[config.mk]
export PLATFORM = sky130hd
export DESIGN_NAME = bcb_config
export DESIGN_NICKNAME = d
export VERILOG_FILES = /design/src/rtl/bcb_pkg.sv /design/src/rtl/bcb_cfg_field.sv /design/src/rtl/bcb_config.sv
export SDC_FILE = /design/constraint.sdc
export NUM_CORES = 1
export LEC_CHECK = 0
export BUFFER_PORTS_ARGS = -buffer_cell sky130_fd_sc_hd__buf_4
export CAP_MARGIN = 25
export CORE_MARGIN = 4
export CORE_UTILIZATION = 42
export CTS_CLUSTER_SIZE = 30
export DETAILED_ROUTE_END_ITERATION = 16
export PLACE_DENSITY = 0.86
export SYNTH_ARGS = -nofsm -noshare
export SYNTH_HDL_FRONTEND = slang
export SYNTH_SLANG_ARGS = --single-unit
[constraint.sdc]
create_clock -name sys_clk -period 2.5 [get_ports sys_clk]
set_input_delay 0.125 -clock sys_clk [delete_from_list [all_inputs] [get_ports sys_clk]]
set_output_delay 0.125 -clock sys_clk [all_outputs]
set_load 0.005 [all_outputs]
[src/rtl/bcb_pkg.sv]
// bcb_pkg: offsets, field layout, resets and code tables for the
// secondary bus clock and upstream buffer configuration registers.
// assumes a byte-addressed register port with 32-bit words.
package bcb_pkg;
    // ----------------------------------------
    // register map
    // ----------------------------------------
    localparam int ADDR_W = 12;
    localparam logic [11:0] OFF_CLK_STRAP = 12'h048;
    localparam logic [11:0] OFF_UPST_BUF = 12'h04c;
    localparam logic [31:0] RST_CLK_STRAP = 32'h00000100;
    localparam logic [31:0] RST_UPST_BUF = 32'h00000307;
    // ----------------------------------------
    // field positions
    // ----------------------------------------
    localparam int POS_PLL_RATE = 8;
    localparam int POS_LEGACY = 7;
    localparam int POS_CLK_SRC = 3;
    localparam int POS_SPEED_LO = 0;
    localparam int POS_ALLOC_LO = 8;
    localparam int POS_THRES_LO = 0;
    // writable bit masks; everything else reads zero
    localparam logic [31:0] MASK_CLK_STRAP = 32'h0000018f;
    localparam logic [31:0] MASK_UPST_BUF = 32'h0000031f;
    // ----------------------------------------
    // clock selections
    // ----------------------------------------
    typedef enum logic [1:0] {
        BCB_SPD_25 = 2'h0,
        BCB_SPD_33 = 2'h1,
        BCB_SPD_50 = 2'h2,
        BCB_SPD_66 = 2'h3
    } bcb_speed_t;
    localparam int PLL_FAST_MHZ = 400;
    localparam int PLL_SLOW_MHZ = 200;
    // ----------------------------------------
    // buffer sizing
    // ----------------------------------------
    localparam int LEN_W = 11;
    localparam logic [10:0] ALLOC_BASE_BYTES = 11'h080;
    localparam logic [10:0] THRES_STEP_BYTES = 11'h010;
endpackage

[src/rtl/bcb_cfg_field.sv]
// bcb_cfg_field: one software-writable field with reset value.
// assumes the parent decodes the write strobe for its register.
`timescale 1ns/1ns
`default_nettype none
module bcb_cfg_field #(
    parameter int W = 1,
    parameter logic [W-1:0] RST = '0
) (
    input wire logic sys_clk,
    input wire logic srst,
    input wire logic wr_en,
    input wire logic [W-1:0] wr_data,
    output logic [W-1:0] q
);
    logic [W-1:0] q_reg;
    always_ff @(posedge sys_clk) begin
        if (srst) begin
            q_reg <= RST;
        end else if (wr_en) begin
            q_reg <= wr_data;
        end
    end
    assign q = q_reg;
endmodule // bcb_cfg_field
`default_nettype wire

[src/rtl/bcb_config.sv]
// bcb_config: secondary bus clock selection and upstream buffer
// configuration, with completion reservation and posted forwarding.
// assumes synchronous inputs and a one-cycle read latency master.
// Functional notes
// pll rate bit 1 gives a 400 MHz pll and 50/50 duty, 0 gives 200 MHz and 33/66.
// software should leave the pll rate bit at its reset value of 1.
// bit 7 written 1 puts the device in legacy mode, reset 0.
// with clock source 0 the bus clock speed follows the 33/66 MHz strap input.
// with clock source 1 the bus clock speed follows the speed code, strap ignored.
// the speed code low two bits pick 25, 33, 50 or 66 MHz, top bit unused, reset 000.
// the allocation cap code 00..11 means 128, 256, 512, 1024 bytes, reset 11.
// each upstream read reserves the smaller of the cap and its request size.
// forwarding of posted data starts once the buffered amount reaches the threshold.
// threshold code n means 16*(n+1) bytes, reset 00111.
// other events may also start forwarding before the threshold.
// reserved bits read zero and writes to them have no effect.
//
// Decided for this implementation: the strobed register port.
`timescale 1ns/1ns
`default_nettype none
module bcb_config #(
    parameter int ADDR_W = bcb_pkg::ADDR_W,
    parameter int LEN_W = bcb_pkg::LEN_W
) (
    input wire logic sys_clk,
    input wire logic srst,
    input wire logic [ADDR_W-1:0] reg_addr,
    input wire logic [31:0] reg_wdata,
    input wire logic reg_wr,
    input wire logic reg_rd,
    output logic [31:0] reg_rdata,
    input wire logic speed_strap_input,
    output logic pll_rate_select,
    output logic pll_fast,
    output logic legacy_mode,
    output logic [1:0] secondary_bus_clock_speed,
    input wire logic np_rd_valid,
    input wire logic [LEN_W-1:0] np_rd_len,
    output logic [LEN_W-1:0] cpl_reserve_len,
    output logic cpl_reserve_valid,
    input wire logic [LEN_W-1:0] posted_fill_bytes,
    input wire logic posted_flush_event,
    output logic posted_forward_start
);
    // ----------------------------------------
    // address decode
    // ----------------------------------------
    wire logic hit_clk = (reg_addr == ADDR_W'(bcb_pkg::OFF_CLK_STRAP));
    wire logic hit_buf = (reg_addr == ADDR_W'(bcb_pkg::OFF_UPST_BUF));
    wire logic wr_clk = reg_wr && hit_clk;
    wire logic wr_buf = reg_wr && hit_buf;

    // ----------------------------------------
    // fields
    // ----------------------------------------
    logic pll_rate_q;
    logic legacy_q;
    logic clk_src_q;
    logic [2:0] speed_code_q;
    logic [1:0] completion_alloc_cap;
    logic [4:0] posted_write_threshold;

    // pll rate field
    bcb_cfg_field #(.W(1), .RST(bcb_pkg::RST_CLK_STRAP[bcb_pkg::POS_PLL_RATE])) u_pll (
        .sys_clk(sys_clk), .srst(srst), .wr_en(wr_clk),
        .wr_data(reg_wdata[bcb_pkg::POS_PLL_RATE]), .q(pll_rate_q));
    // legacy mode bit
    bcb_cfg_field #(.W(1), .RST(bcb_pkg::RST_CLK_STRAP[bcb_pkg::POS_LEGACY])) u_leg (
        .sys_clk(sys_clk), .srst(srst), .wr_en(wr_clk),
        .wr_data(reg_wdata[bcb_pkg::POS_LEGACY]), .q(legacy_q));
    bcb_cfg_field #(.W(1), .RST(bcb_pkg::RST_CLK_STRAP[bcb_pkg::POS_CLK_SRC])) u_src (
        .sys_clk(sys_clk), .srst(srst), .wr_en(wr_clk),
        .wr_data(reg_wdata[bcb_pkg::POS_CLK_SRC]), .q(clk_src_q));
    // speed code stored whole
    bcb_cfg_field #(.W(3), .RST(bcb_pkg::RST_CLK_STRAP[bcb_pkg::POS_SPEED_LO +: 3])) u_spd (
        .sys_clk(sys_clk), .srst(srst), .wr_en(wr_clk),
        .wr_data(reg_wdata[bcb_pkg::POS_SPEED_LO +: 3]), .q(speed_code_q));
    // allocation cap field
    bcb_cfg_field #(.W(2), .RST(bcb_pkg::RST_UPST_BUF[bcb_pkg::POS_ALLOC_LO +: 2])) u_cap (
        .sys_clk(sys_clk), .srst(srst), .wr_en(wr_buf),
        .wr_data(reg_wdata[bcb_pkg::POS_ALLOC_LO +: 2]), .q(completion_alloc_cap));
    // threshold field
    bcb_cfg_field #(.W(5), .RST(bcb_pkg::RST_UPST_BUF[bcb_pkg::POS_THRES_LO +: 5])) u_thr (
        .sys_clk(sys_clk), .srst(srst), .wr_en(wr_buf),
        .wr_data(reg_wdata[bcb_pkg::POS_THRES_LO +: 5]), .q(posted_write_threshold));

    // ----------------------------------------
    // clock selection
    // ----------------------------------------
    // pll rate drive
    assign pll_rate_select = pll_rate_q;
    assign pll_fast = pll_rate_q;
    assign legacy_mode = legacy_q;
    // strap picks 33 or 66
    wire logic [1:0] strap_speed = speed_strap_input ? bcb_pkg::BCB_SPD_66 : bcb_pkg::BCB_SPD_33;
    // speed code overrides strap
    wire logic [1:0] speed_next = clk_src_q ? speed_code_q[1:0] : strap_speed;
    logic [1:0] speed_reg;
    always_ff @(posedge sys_clk) begin
        if (srst) begin
            speed_reg <= bcb_pkg::BCB_SPD_33;
        end else begin
            speed_reg <= speed_next;
        end
    end
    assign secondary_bus_clock_speed = speed_reg;

    // ----------------------------------------
    // completion reservation
    // ----------------------------------------
    // cap in bytes, 128 shifted by code
    wire logic [LEN_W-1:0] cap_bytes = LEN_W'(bcb_pkg::ALLOC_BASE_BYTES) << completion_alloc_cap;
    // smaller of cap and request
    wire logic [LEN_W-1:0] reserve_next = (np_rd_len < cap_bytes) ? np_rd_len : cap_bytes;
    logic [LEN_W-1:0] reserve_reg;
    logic reserve_vld_reg;
    always_ff @(posedge sys_clk) begin
        if (srst) begin
            reserve_reg <= '0;
            reserve_vld_reg <= 1'b0;
        end else begin
            reserve_vld_reg <= np_rd_valid;
            if (np_rd_valid) begin
                reserve_reg <= reserve_next;
            end
        end
    end
    assign cpl_reserve_len = reserve_reg;
    assign cpl_reserve_valid = reserve_vld_reg;

    // ----------------------------------------
    // posted forwarding
    // ----------------------------------------
    // threshold 16*(n+1) bytes
    wire logic [LEN_W-1:0] thres_bytes =
        LEN_W'((32'(posted_write_threshold) + 32'd1) * 32'(bcb_pkg::THRES_STEP_BYTES));
    // fill reached threshold
    wire logic thres_hit = (posted_fill_bytes >= thres_bytes);
    logic fwd_reg;
    always_ff @(posedge sys_clk) begin
        if (srst) begin
            fwd_reg <= 1'b0;
        end else begin
            // other events also forward
            fwd_reg <= thres_hit || posted_flush_event;
        end
    end
    assign posted_forward_start = fwd_reg;

    // ----------------------------------------
    // read path
    // ----------------------------------------
    // reserved bits forced zero
    wire logic [31:0] clk_word = bcb_pkg::MASK_CLK_STRAP & {23'h0, pll_rate_q, legacy_q,
        3'h0, clk_src_q, speed_code_q};
    wire logic [31:0] buf_word = bcb_pkg::MASK_UPST_BUF & {22'h0, completion_alloc_cap,
        3'h0, posted_write_threshold};
    wire logic [31:0] rd_sel = hit_clk ? clk_word : (hit_buf ? buf_word : 32'h0);
    logic [31:0] rdata_reg;
    always_ff @(posedge sys_clk) begin
        if (srst) begin
            rdata_reg <= 32'h0;
        end else if (reg_rd) begin
            rdata_reg <= rd_sel;
        end else begin
            rdata_reg <= 32'h0;
        end
    end
    assign reg_rdata = rdata_reg;

    // ----------------------------------------
    // checks
    // ----------------------------------------
    // pll output tracks written bit
    AST_PLL_WRITE: assert property (@(posedge sys_clk) disable iff (srst)
        wr_clk |=> pll_fast == $past(reg_wdata[8]))
        else $error("pll rate not taken from write");
    // legacy follows write
    AST_LEGACY: assert property (@(posedge sys_clk) disable iff (srst)
        wr_clk |=> legacy_mode == $past(reg_wdata[7]))
        else $error("legacy bit not taken from write");
    // strap drives speed
    AST_STRAP: assert property (@(posedge sys_clk) disable iff (srst)
        !clk_src_q |=> secondary_bus_clock_speed == ($past(speed_strap_input) ? 2'h3 : 2'h1))
        else $error("strap speed wrong");
    // code drives speed
    AST_CODE: assert property (@(posedge sys_clk) disable iff (srst)
        clk_src_q |=> secondary_bus_clock_speed == $past(speed_code_q[1:0]))
        else $error("coded speed wrong");
    // reservation is the minimum
    AST_RESERVE: assert property (@(posedge sys_clk) disable iff (srst)
        np_rd_valid |=> cpl_reserve_valid && cpl_reserve_len ==
            (($past(np_rd_len) < $past(cap_bytes)) ? $past(np_rd_len) : $past(cap_bytes)))
        else $error("reservation exceeds cap or request");
    // threshold forwarding
    AST_FORWARD: assert property (@(posedge sys_clk) disable iff (srst)
        (posted_fill_bytes >= LEN_W'(16 * (32'(posted_write_threshold) + 1)))
            |=> posted_forward_start)
        else $error("forwarding missed at threshold");
    // flush forwards
    AST_FLUSH: assert property (@(posedge sys_clk) disable iff (srst)
        posted_flush_event |=> posted_forward_start)
        else $error("flush did not forward");
    // reserved bits zero
    AST_RSVD: assert property (@(posedge sys_clk) disable iff (srst)
        reg_rd ##1 1'b1 |-> (reg_rdata & 32'hfffffc60) == 32'h0)
        else $error("reserved bits read nonzero");
    // readback of speed code
    AST_READBACK: assert property (@(posedge sys_clk) disable iff (srst)
        wr_clk ##1 (reg_rd && hit_clk && !reg_wr) |=> reg_rdata[2:0] == $past(reg_wdata[2:0], 2))
        else $error("speed code readback wrong");
    COV_CODE_MODE: cover property (@(posedge sys_clk) disable iff (srst)
        clk_src_q && speed_code_q[1:0] == 2'h2);
    COV_RESERVE_CAPPED: cover property (@(posedge sys_clk) disable iff (srst)
        np_rd_valid && np_rd_len > cap_bytes);
    COV_THRES: cover property (@(posedge sys_clk) disable iff (srst)
        thres_hit && !posted_flush_event);
    COV_LEGACY: cover property (@(posedge sys_clk) disable iff (srst) legacy_mode);
endmodule // bcb_config
`default_nettype wire

# Word-level counts from Yosys, hierarchy flattened
# Cells that the tools add are included.
dict set report totals {
  input_bits 73
  rom_bits 0
  n_memories 0
  output_inout_bits 50
  wordCells 32
  latchBits 0
  reg_bits 60
  ram_bits 0
}
dict set report classes {
  multipliers 0
  n_eq_ne 2
  mux 5
  addsub 1
  bitwise 2
  div 0
  shifts 1
  reduce_logical 6
  n_lt_le_gt_ge 2
}
# op count
set ops {}
lappend ops {{$eq 12x7->1 const B} 2}
lappend ops {{$mux 9} 2}
lappend ops {{$ge 11x10->1} 1}
lappend ops {{$lt 11x11->1} 1}
lappend ops {{$mux 11} 1}
lappend ops {{$shl 8x2->11 const A} 1}
lappend ops {{$add 5x1->6 const B} 1}
lappend ops {{$mux 2} 2}
lappend ops {{$reduce_or 4->1} 1}
lappend ops {{$reduce_or 3->1} 1}
lappend ops {{$logic_and 1x1->1} 2}
lappend ops {{$not 1->1} 2}
lappend ops {{$reduce_or 2->1} 1}
lappend ops {{$logic_or 1x1->1} 1}

# Depth between registers and ports, before layout
dict set report logic_depth {
  word_depth 3
  ltp_mapped 7
  ltp_nobuf 7
}

# Cells and area by module
# From an unflattened synthesis, not the netlist that was laid out.
dict set report unflattened {
  cells_unflattened 199
  hier_area_um2 1855.5
}
# mod area_per_inst_um2 instances seq_area_each_um2 cells_per_inst
set modules_own_cells {}
lappend modules_own_cells {bcb_config 1397.6 1 460.4 159}
lappend modules_own_cells {{bcb_cfg_field at u_thr} 183.9 1 100.1 16}
lappend modules_own_cells {{bcb_cfg_field at u_spd} 101.3 1 60.1 9}
lappend modules_own_cells {{bcb_cfg_field at u_cap} 70.1 1 40.0 6}
lappend modules_own_cells {{bcb_cfg_field at u_leg ...} 33.8 2 20.0 3}
lappend modules_own_cells {{bcb_cfg_field at u_pll} 35.0 1 20.0 3}

# Least setup slack after synthesis
# No wires, ideal clock.
dict set report synth_path {
  kind {register to register}
  startpoint {register u_thr.q_reg[0] (netlist: u_thr.q[0])}
  endpoint {register fwd_reg (netlist: posted_forward_start)}
  path_stages_with_launch 8
  t_required_ns 2.370
  synth_period_minus_slack_ns 1.782
  path_slack_ns 0.718
  path_buffers 0
  t_arrival_ns 1.652
  setup_time_ns 0.130
  cell_sequence {dfxtp_1 -> ha_1 -> nand3_1 -> xor2_1 -> ha_1 -> a21o_1 -> a2111oi_0 -> o22ai_1}
}
dict set report synth_via {
  elab_chain_cells 3
}
# item line_no
set synth_lines {}
lappend synth_lines {{from (decl)} bcb_cfg_field.sv:15} ;# logic [W-1:0] q_reg;
lappend synth_lines {{from (signal assigned)} bcb_cfg_field.sv:20} ;# q_reg <= wr_data;
lappend synth_lines {{$add 5x1->6} bcb_config.sv:136} ;# LEN_W'((32'(posted_write_threshold) + 32'd1) * 32'(bcb_pkg::THRES_STEP_BYTES));
lappend synth_lines {{$ge 11x10->1} bcb_config.sv:138} ;# wire logic thres_hit = (posted_fill_bytes >= thres_bytes);
lappend synth_lines {{$logic_or 1x1->1} bcb_config.sv:145} ;# fwd_reg <= thres_hit || posted_flush_event;
lappend synth_lines {{to (signal assigned)} bcb_config.sv:145}
lappend synth_lines {{to (decl)} bcb_config.sv:139} ;# logic fwd_reg;
# Every way passes these cells.
# A chain may end at the register's enable or synchronous reset.

# Worst setup path after layout
dict set report layout_path {
  startpoint {register u_cap.q_reg[0] (netlist: u_cap.q[0])}
  endpoint {register reserve_reg[7] (netlist: cpl_reserve_len[7])}
}
dict set report layout_via {
  elab_chain_cells 3
}
# item line_no
set layout_lines {}
lappend layout_lines {{from (decl)} bcb_cfg_field.sv:15}
lappend layout_lines {{from (signal assigned)} bcb_cfg_field.sv:20}
lappend layout_lines {{$shl 8x2->11 (*)} bcb_config.sv:112} ;# wire logic [LEN_W-1:0] cap_bytes = LEN_W'(bcb_pkg::ALLOC_BASE_BYTES) << completion_alloc_cap;
lappend layout_lines {{$lt 11x11->1} bcb_config.sv:114} ;# wire logic [LEN_W-1:0] reserve_next = (np_rd_len < cap_bytes) ? np_rd_len : cap_bytes;
lappend layout_lines {{$mux 11 (*)} bcb_config.sv:114}
lappend layout_lines {{to (signal assigned)} bcb_config.sv:124} ;# reserve_reg <= reserve_next;
lappend layout_lines {{to (decl)} bcb_config.sv:115} ;# logic [LEN_W-1:0] reserve_reg;
# Mark *: on every way between the ends. The rest lies on a longest branch, timed or not.

==> impl_metrics.csv <==
group,metric,value,unit
critical_path,startpoint,"u_cap.q[0]$_SDFFE_PP1P_",
place,dp_cells,309,
layout,diodes,0,
logic_synthesis,avgSynthCellArea,9.67,um2
critical_path,max_stage_delay,0.36,ns
place,place.gp.congestion,0.719,
logic_synthesis,synth.cell_area,1860,um2
global_routing,grt_usage,15.1,%
critical_path,criticalPathCategory,"reg2reg",
layout,largest_reg_flops,11,
routing,ant_nets,0,
logic_synthesis,synthMuxAreaShare,7.01,%
power,finalPower,1160,uW
logic_synthesis,seq_area_frac_synth,38.8,%
timing,rsz0062_at_grt,"false",
timing,setup_tns,0,ns
routing,remaining_drc_errors,0,
global_routing,grt_pass1_vias,1421,
clocking,cts-hold-fix-buffers,0,
floorplan,num_io_pins,123,
power,sw_frac_of_total,22.4,%
global_routing,grt_start_max_net_pins,25,
floorplan,die_x,74.5,um
logic_synthesis,ys_seq_elements,36,
logic_synthesis,ys_types,37,
routing,drt_pass1_iterations,4,
critical_path,cp_max_fo,15,
place,placed_area,2350,um2
min_path,worstHoldStart,"reg_wdata[9]",
power,switching_power,261,uW
clocking,numClockSinks,36,
clocking,root_buffer,"clkbuf_8",
min_path,hold_path.class,"in2reg",
clocking,cts_tree,"done",
timing,fin_crit_sh,77.5,%
logic_synthesis,synth-simple-area-share,22.7,%
timing,hold_viol,0,
clocking,clockBufferDepth,2,
status,status,"complete, no violations",
clocking,cts_setup_buffers,0,
routing,vias_per_cell,4.81,
clocking,cts_resized,0,
critical_path,critPathTopFamily,"simple AND/OR/NAND/NOR gates",
clocking,h-tree-depth,2,
power,pwr-share-comb,13.5,%
critical_path,r2r_start,"u_cap.q[0]$_SDFFE_PP1P_",
logic_synthesis,synth_fa_ha_area_share,7.41,%
power,vdd_ir_drop_max,0.000225,V
layout,fill_cells,380,
critical_path,setup.worst_path.start_class,"flop",
routing,wl_per_cell,13.2,um
routing,routed_wl,4.20,mm
place,dp_hpwl,3.31,mm
layout,fin_cells,317,
global_routing,grt_overflow_total,0,
timing,fmax,0.516,GHz
layout,regArea,721,um2
layout,layout-drive-gt1-share,34.5,%
routing,drtIter0Drc,46,
logic_synthesis,synth-xor-area-share,1.42,%
power,power_frac_seq,51.1,%
critical_path,slowest_stage,"dfxtp_1",
routing,vias,1524,
critical_path,required,2.69,ns
critical_path,worstPathCellList,"or2_2, ha_1, o21ai_0, o2bb2ai_1, buf_4, or2_2, a311oi_1",
layout,fin_nets,350,
flow_run,max_cap_viol_count,0,
power,p_leak,0.00116,uW
timing,fin_skew,0.00453,ns
floorplan,die_h,74.5,um
critical_path,cp-end-kind,"flop",
floorplan,fp.coreArea,4140,um2
power,power.share.clock,35.4,%
floorplan,start_util,44.8,%
timing,finalCriticalPeriod,1.94,ns
clocking,clk_latency,0.28,ns
critical_path,worst_ep_arrival_time,2.13,ns
layout,multi_input_area,986,um2
critical_path,path_common_cell,"or2_2",
logic_synthesis,synth.yosys.warnings,0,
power,p_per_area,476,nW/um2
clocking,clk_pin_slew,0.07,ns
floorplan,dieArea,5550,um2
timing,setup_viol,0,
floorplan,core.rowCount,23,
global_routing,grt_pass1_wl,6.42,mm
power,power.internal,902,uW
global_routing,antenna_found_initial,0,
critical_path,critPathBufInv,1,
timing,maxSlewViolCount,0,
layout,areaGrowthSynthToFinish,31.5,%
place,io_buffers,74,
logic_synthesis,synth_top_family_by_area,"simple AND/OR/NAND/NOR gates",
clocking,cts_buffers,5,
logic_synthesis,syn-instance-count,192,
layout,final_area,2440,um2
logic_synthesis,synth_compound_area_share,9.70,%
## through the flow
stage / hold WS (ns) / worst slack, ns / utilization, %
floorplan: 0.197 / 0.718 / -
global placement: 0.340 / 0.591 / 56.7
detailed placement: 0.353 / 0.567 / 56.7
CTS: 0.0558 / 0.550 / 58.9
global route: 0.0749 / 0.395 / 58.9
finish: 0.0575 / 0.563 / 58.9
## power by group through the flow
stage / sequential (uW) / clock, uW / combinational, uW
final: 593 / 411 / 157
after floorplan: 607 / 0 / 86.5
after global placement: 606 / 0 / 153
after CTS: 593 / 422 / 158
after detailed placement: 606 / 0 / 157
after global routing: 594 / 445 / 175
## worst paths after layout
check	cells past startpoint	end	slack [ns]
hold / removal	3	u_cap.q[1]$_SDFFE_PP1P_	0.06
setup reg to reg	7	cpl_reserve_len[7]$_SDFFE_PP0P_	0.56
setup / recovery	7	cpl_reserve_len[7]$_SDFFE_PP0P_	0.56
hold reg to reg	2	cpl_reserve_len[1]$_SDFFE_PP0P_	0.47
## synthesized netlist by cell type
cell | n | area [um2]
dfxtp_1 | 36 | 721
buf_4 | 27 | 203
mux2i_1 | 13 | 130
nor2_1 | 12 | 45.0
ha_1 | 11 | 138
nand2_1 | 11 | 41.3
nand2b_1 | 9 | 56.3
nand3_1 | 9 | 45.0
a21oi_1 | 8 | 40.0
a22o_1 | 5 | 43.8
inv_1 | 5 | 18.8
or2_2 | 5 | 31.3
a311oi_1 | 4 | 35.0
and2_1 | 4 | 25.0
clkbuf_1 | 4 | 15.0
nor2b_1 | 3 | 18.8
nor3_1 | 3 | 15.0
nor4b_4 | 3 | 71.3
xnor2_1 | 2 | 17.5
a2111oi_0 | 1 | 8.76
a21o_1 | 1 | 7.51
a221o_1 | 1 | 10.0
and3_1 | 1 | 6.26
and3b_1 | 1 | 8.76
and4_1 | 1 | 8.76
and4bb_2 | 1 | 12.5
conb_1 | 1 | 3.75
nand3_2 | 1 | 10.0
nand3b_1 | 1 | 7.51
nand4_1 | 1 | 6.26
nand4_2 | 1 | 12.5
o211ai_1 | 1 | 7.51
o21a_1 | 1 | 7.51
o21ai_0 | 1 | 5.00
o22ai_1 | 1 | 6.26
o2bb2ai_1 | 1 | 8.76
xor2_1 | 1 | 8.76
## area by class of cell
type / instances / area share (%)
multi-input cells: 143 / 40.4
well taps: 50 / 2.56
repair buffers: 75 / 23.1
inverters: 5 / 0.769
flip-flops and latches: 36 / 29.5
clock buffers: 8 / 3.69
## kinds of logic (layout without fill, tap and decap cells)
logic type,Yosys count,in the layout
and+or+nand+nor,67,67
AOI/OAI and AO/OA,25,25
muxes,13,13
buffers and inverters,36,88
other,1,24
adders and majority gates,11,11
xor gates and xnor gates,3,3
DFF,36,36
## placed cells by master, fill, tap and decap left out, types with 2 or more instances in the layout
| master | count |
|---|---|
| a311oi_1 | 4 |
| buf_4 | 75 |
| ha_1 | 11 |
| clkbuf_8 | 6 |
| nor3_1 | 3 |
| mux2i_1 | 13 |
| or2_2 | 5 |
| dfxtp_1 | 36 |
| nand2b_1 | 9 |
| nand3_1 | 9 |
| a22o_1 | 5 |
| nand2_1 | 11 |
| a21oi_1 | 8 |
| nor4b_4 | 3 |
| inv_1 | 5 |
| conb_1 | 24 |
| nor2_1 | 12 |
| xnor2_1 | 2 |
| clkbuf_1 | 2 |
| nor2b_1 | 3 |
| and2_1 | 4 |
## routing by layer
metal | GRT usage, % | part of all wire (%)
met1 | 17.6 | 38
met2 | 26.2 | 50
met3 | 4.19 | 10
met4 | 5.93 | 1.5
met5 | 0 | 0
## worst min-delay path, delay by kind of cell
kind,cells,cell delay [ns]
buffers and inverters,1,0.08
and+or+nand+nor,1,0.06
muxes,1,0.05
Note: power is estimated with default switching activity, not from simulation.
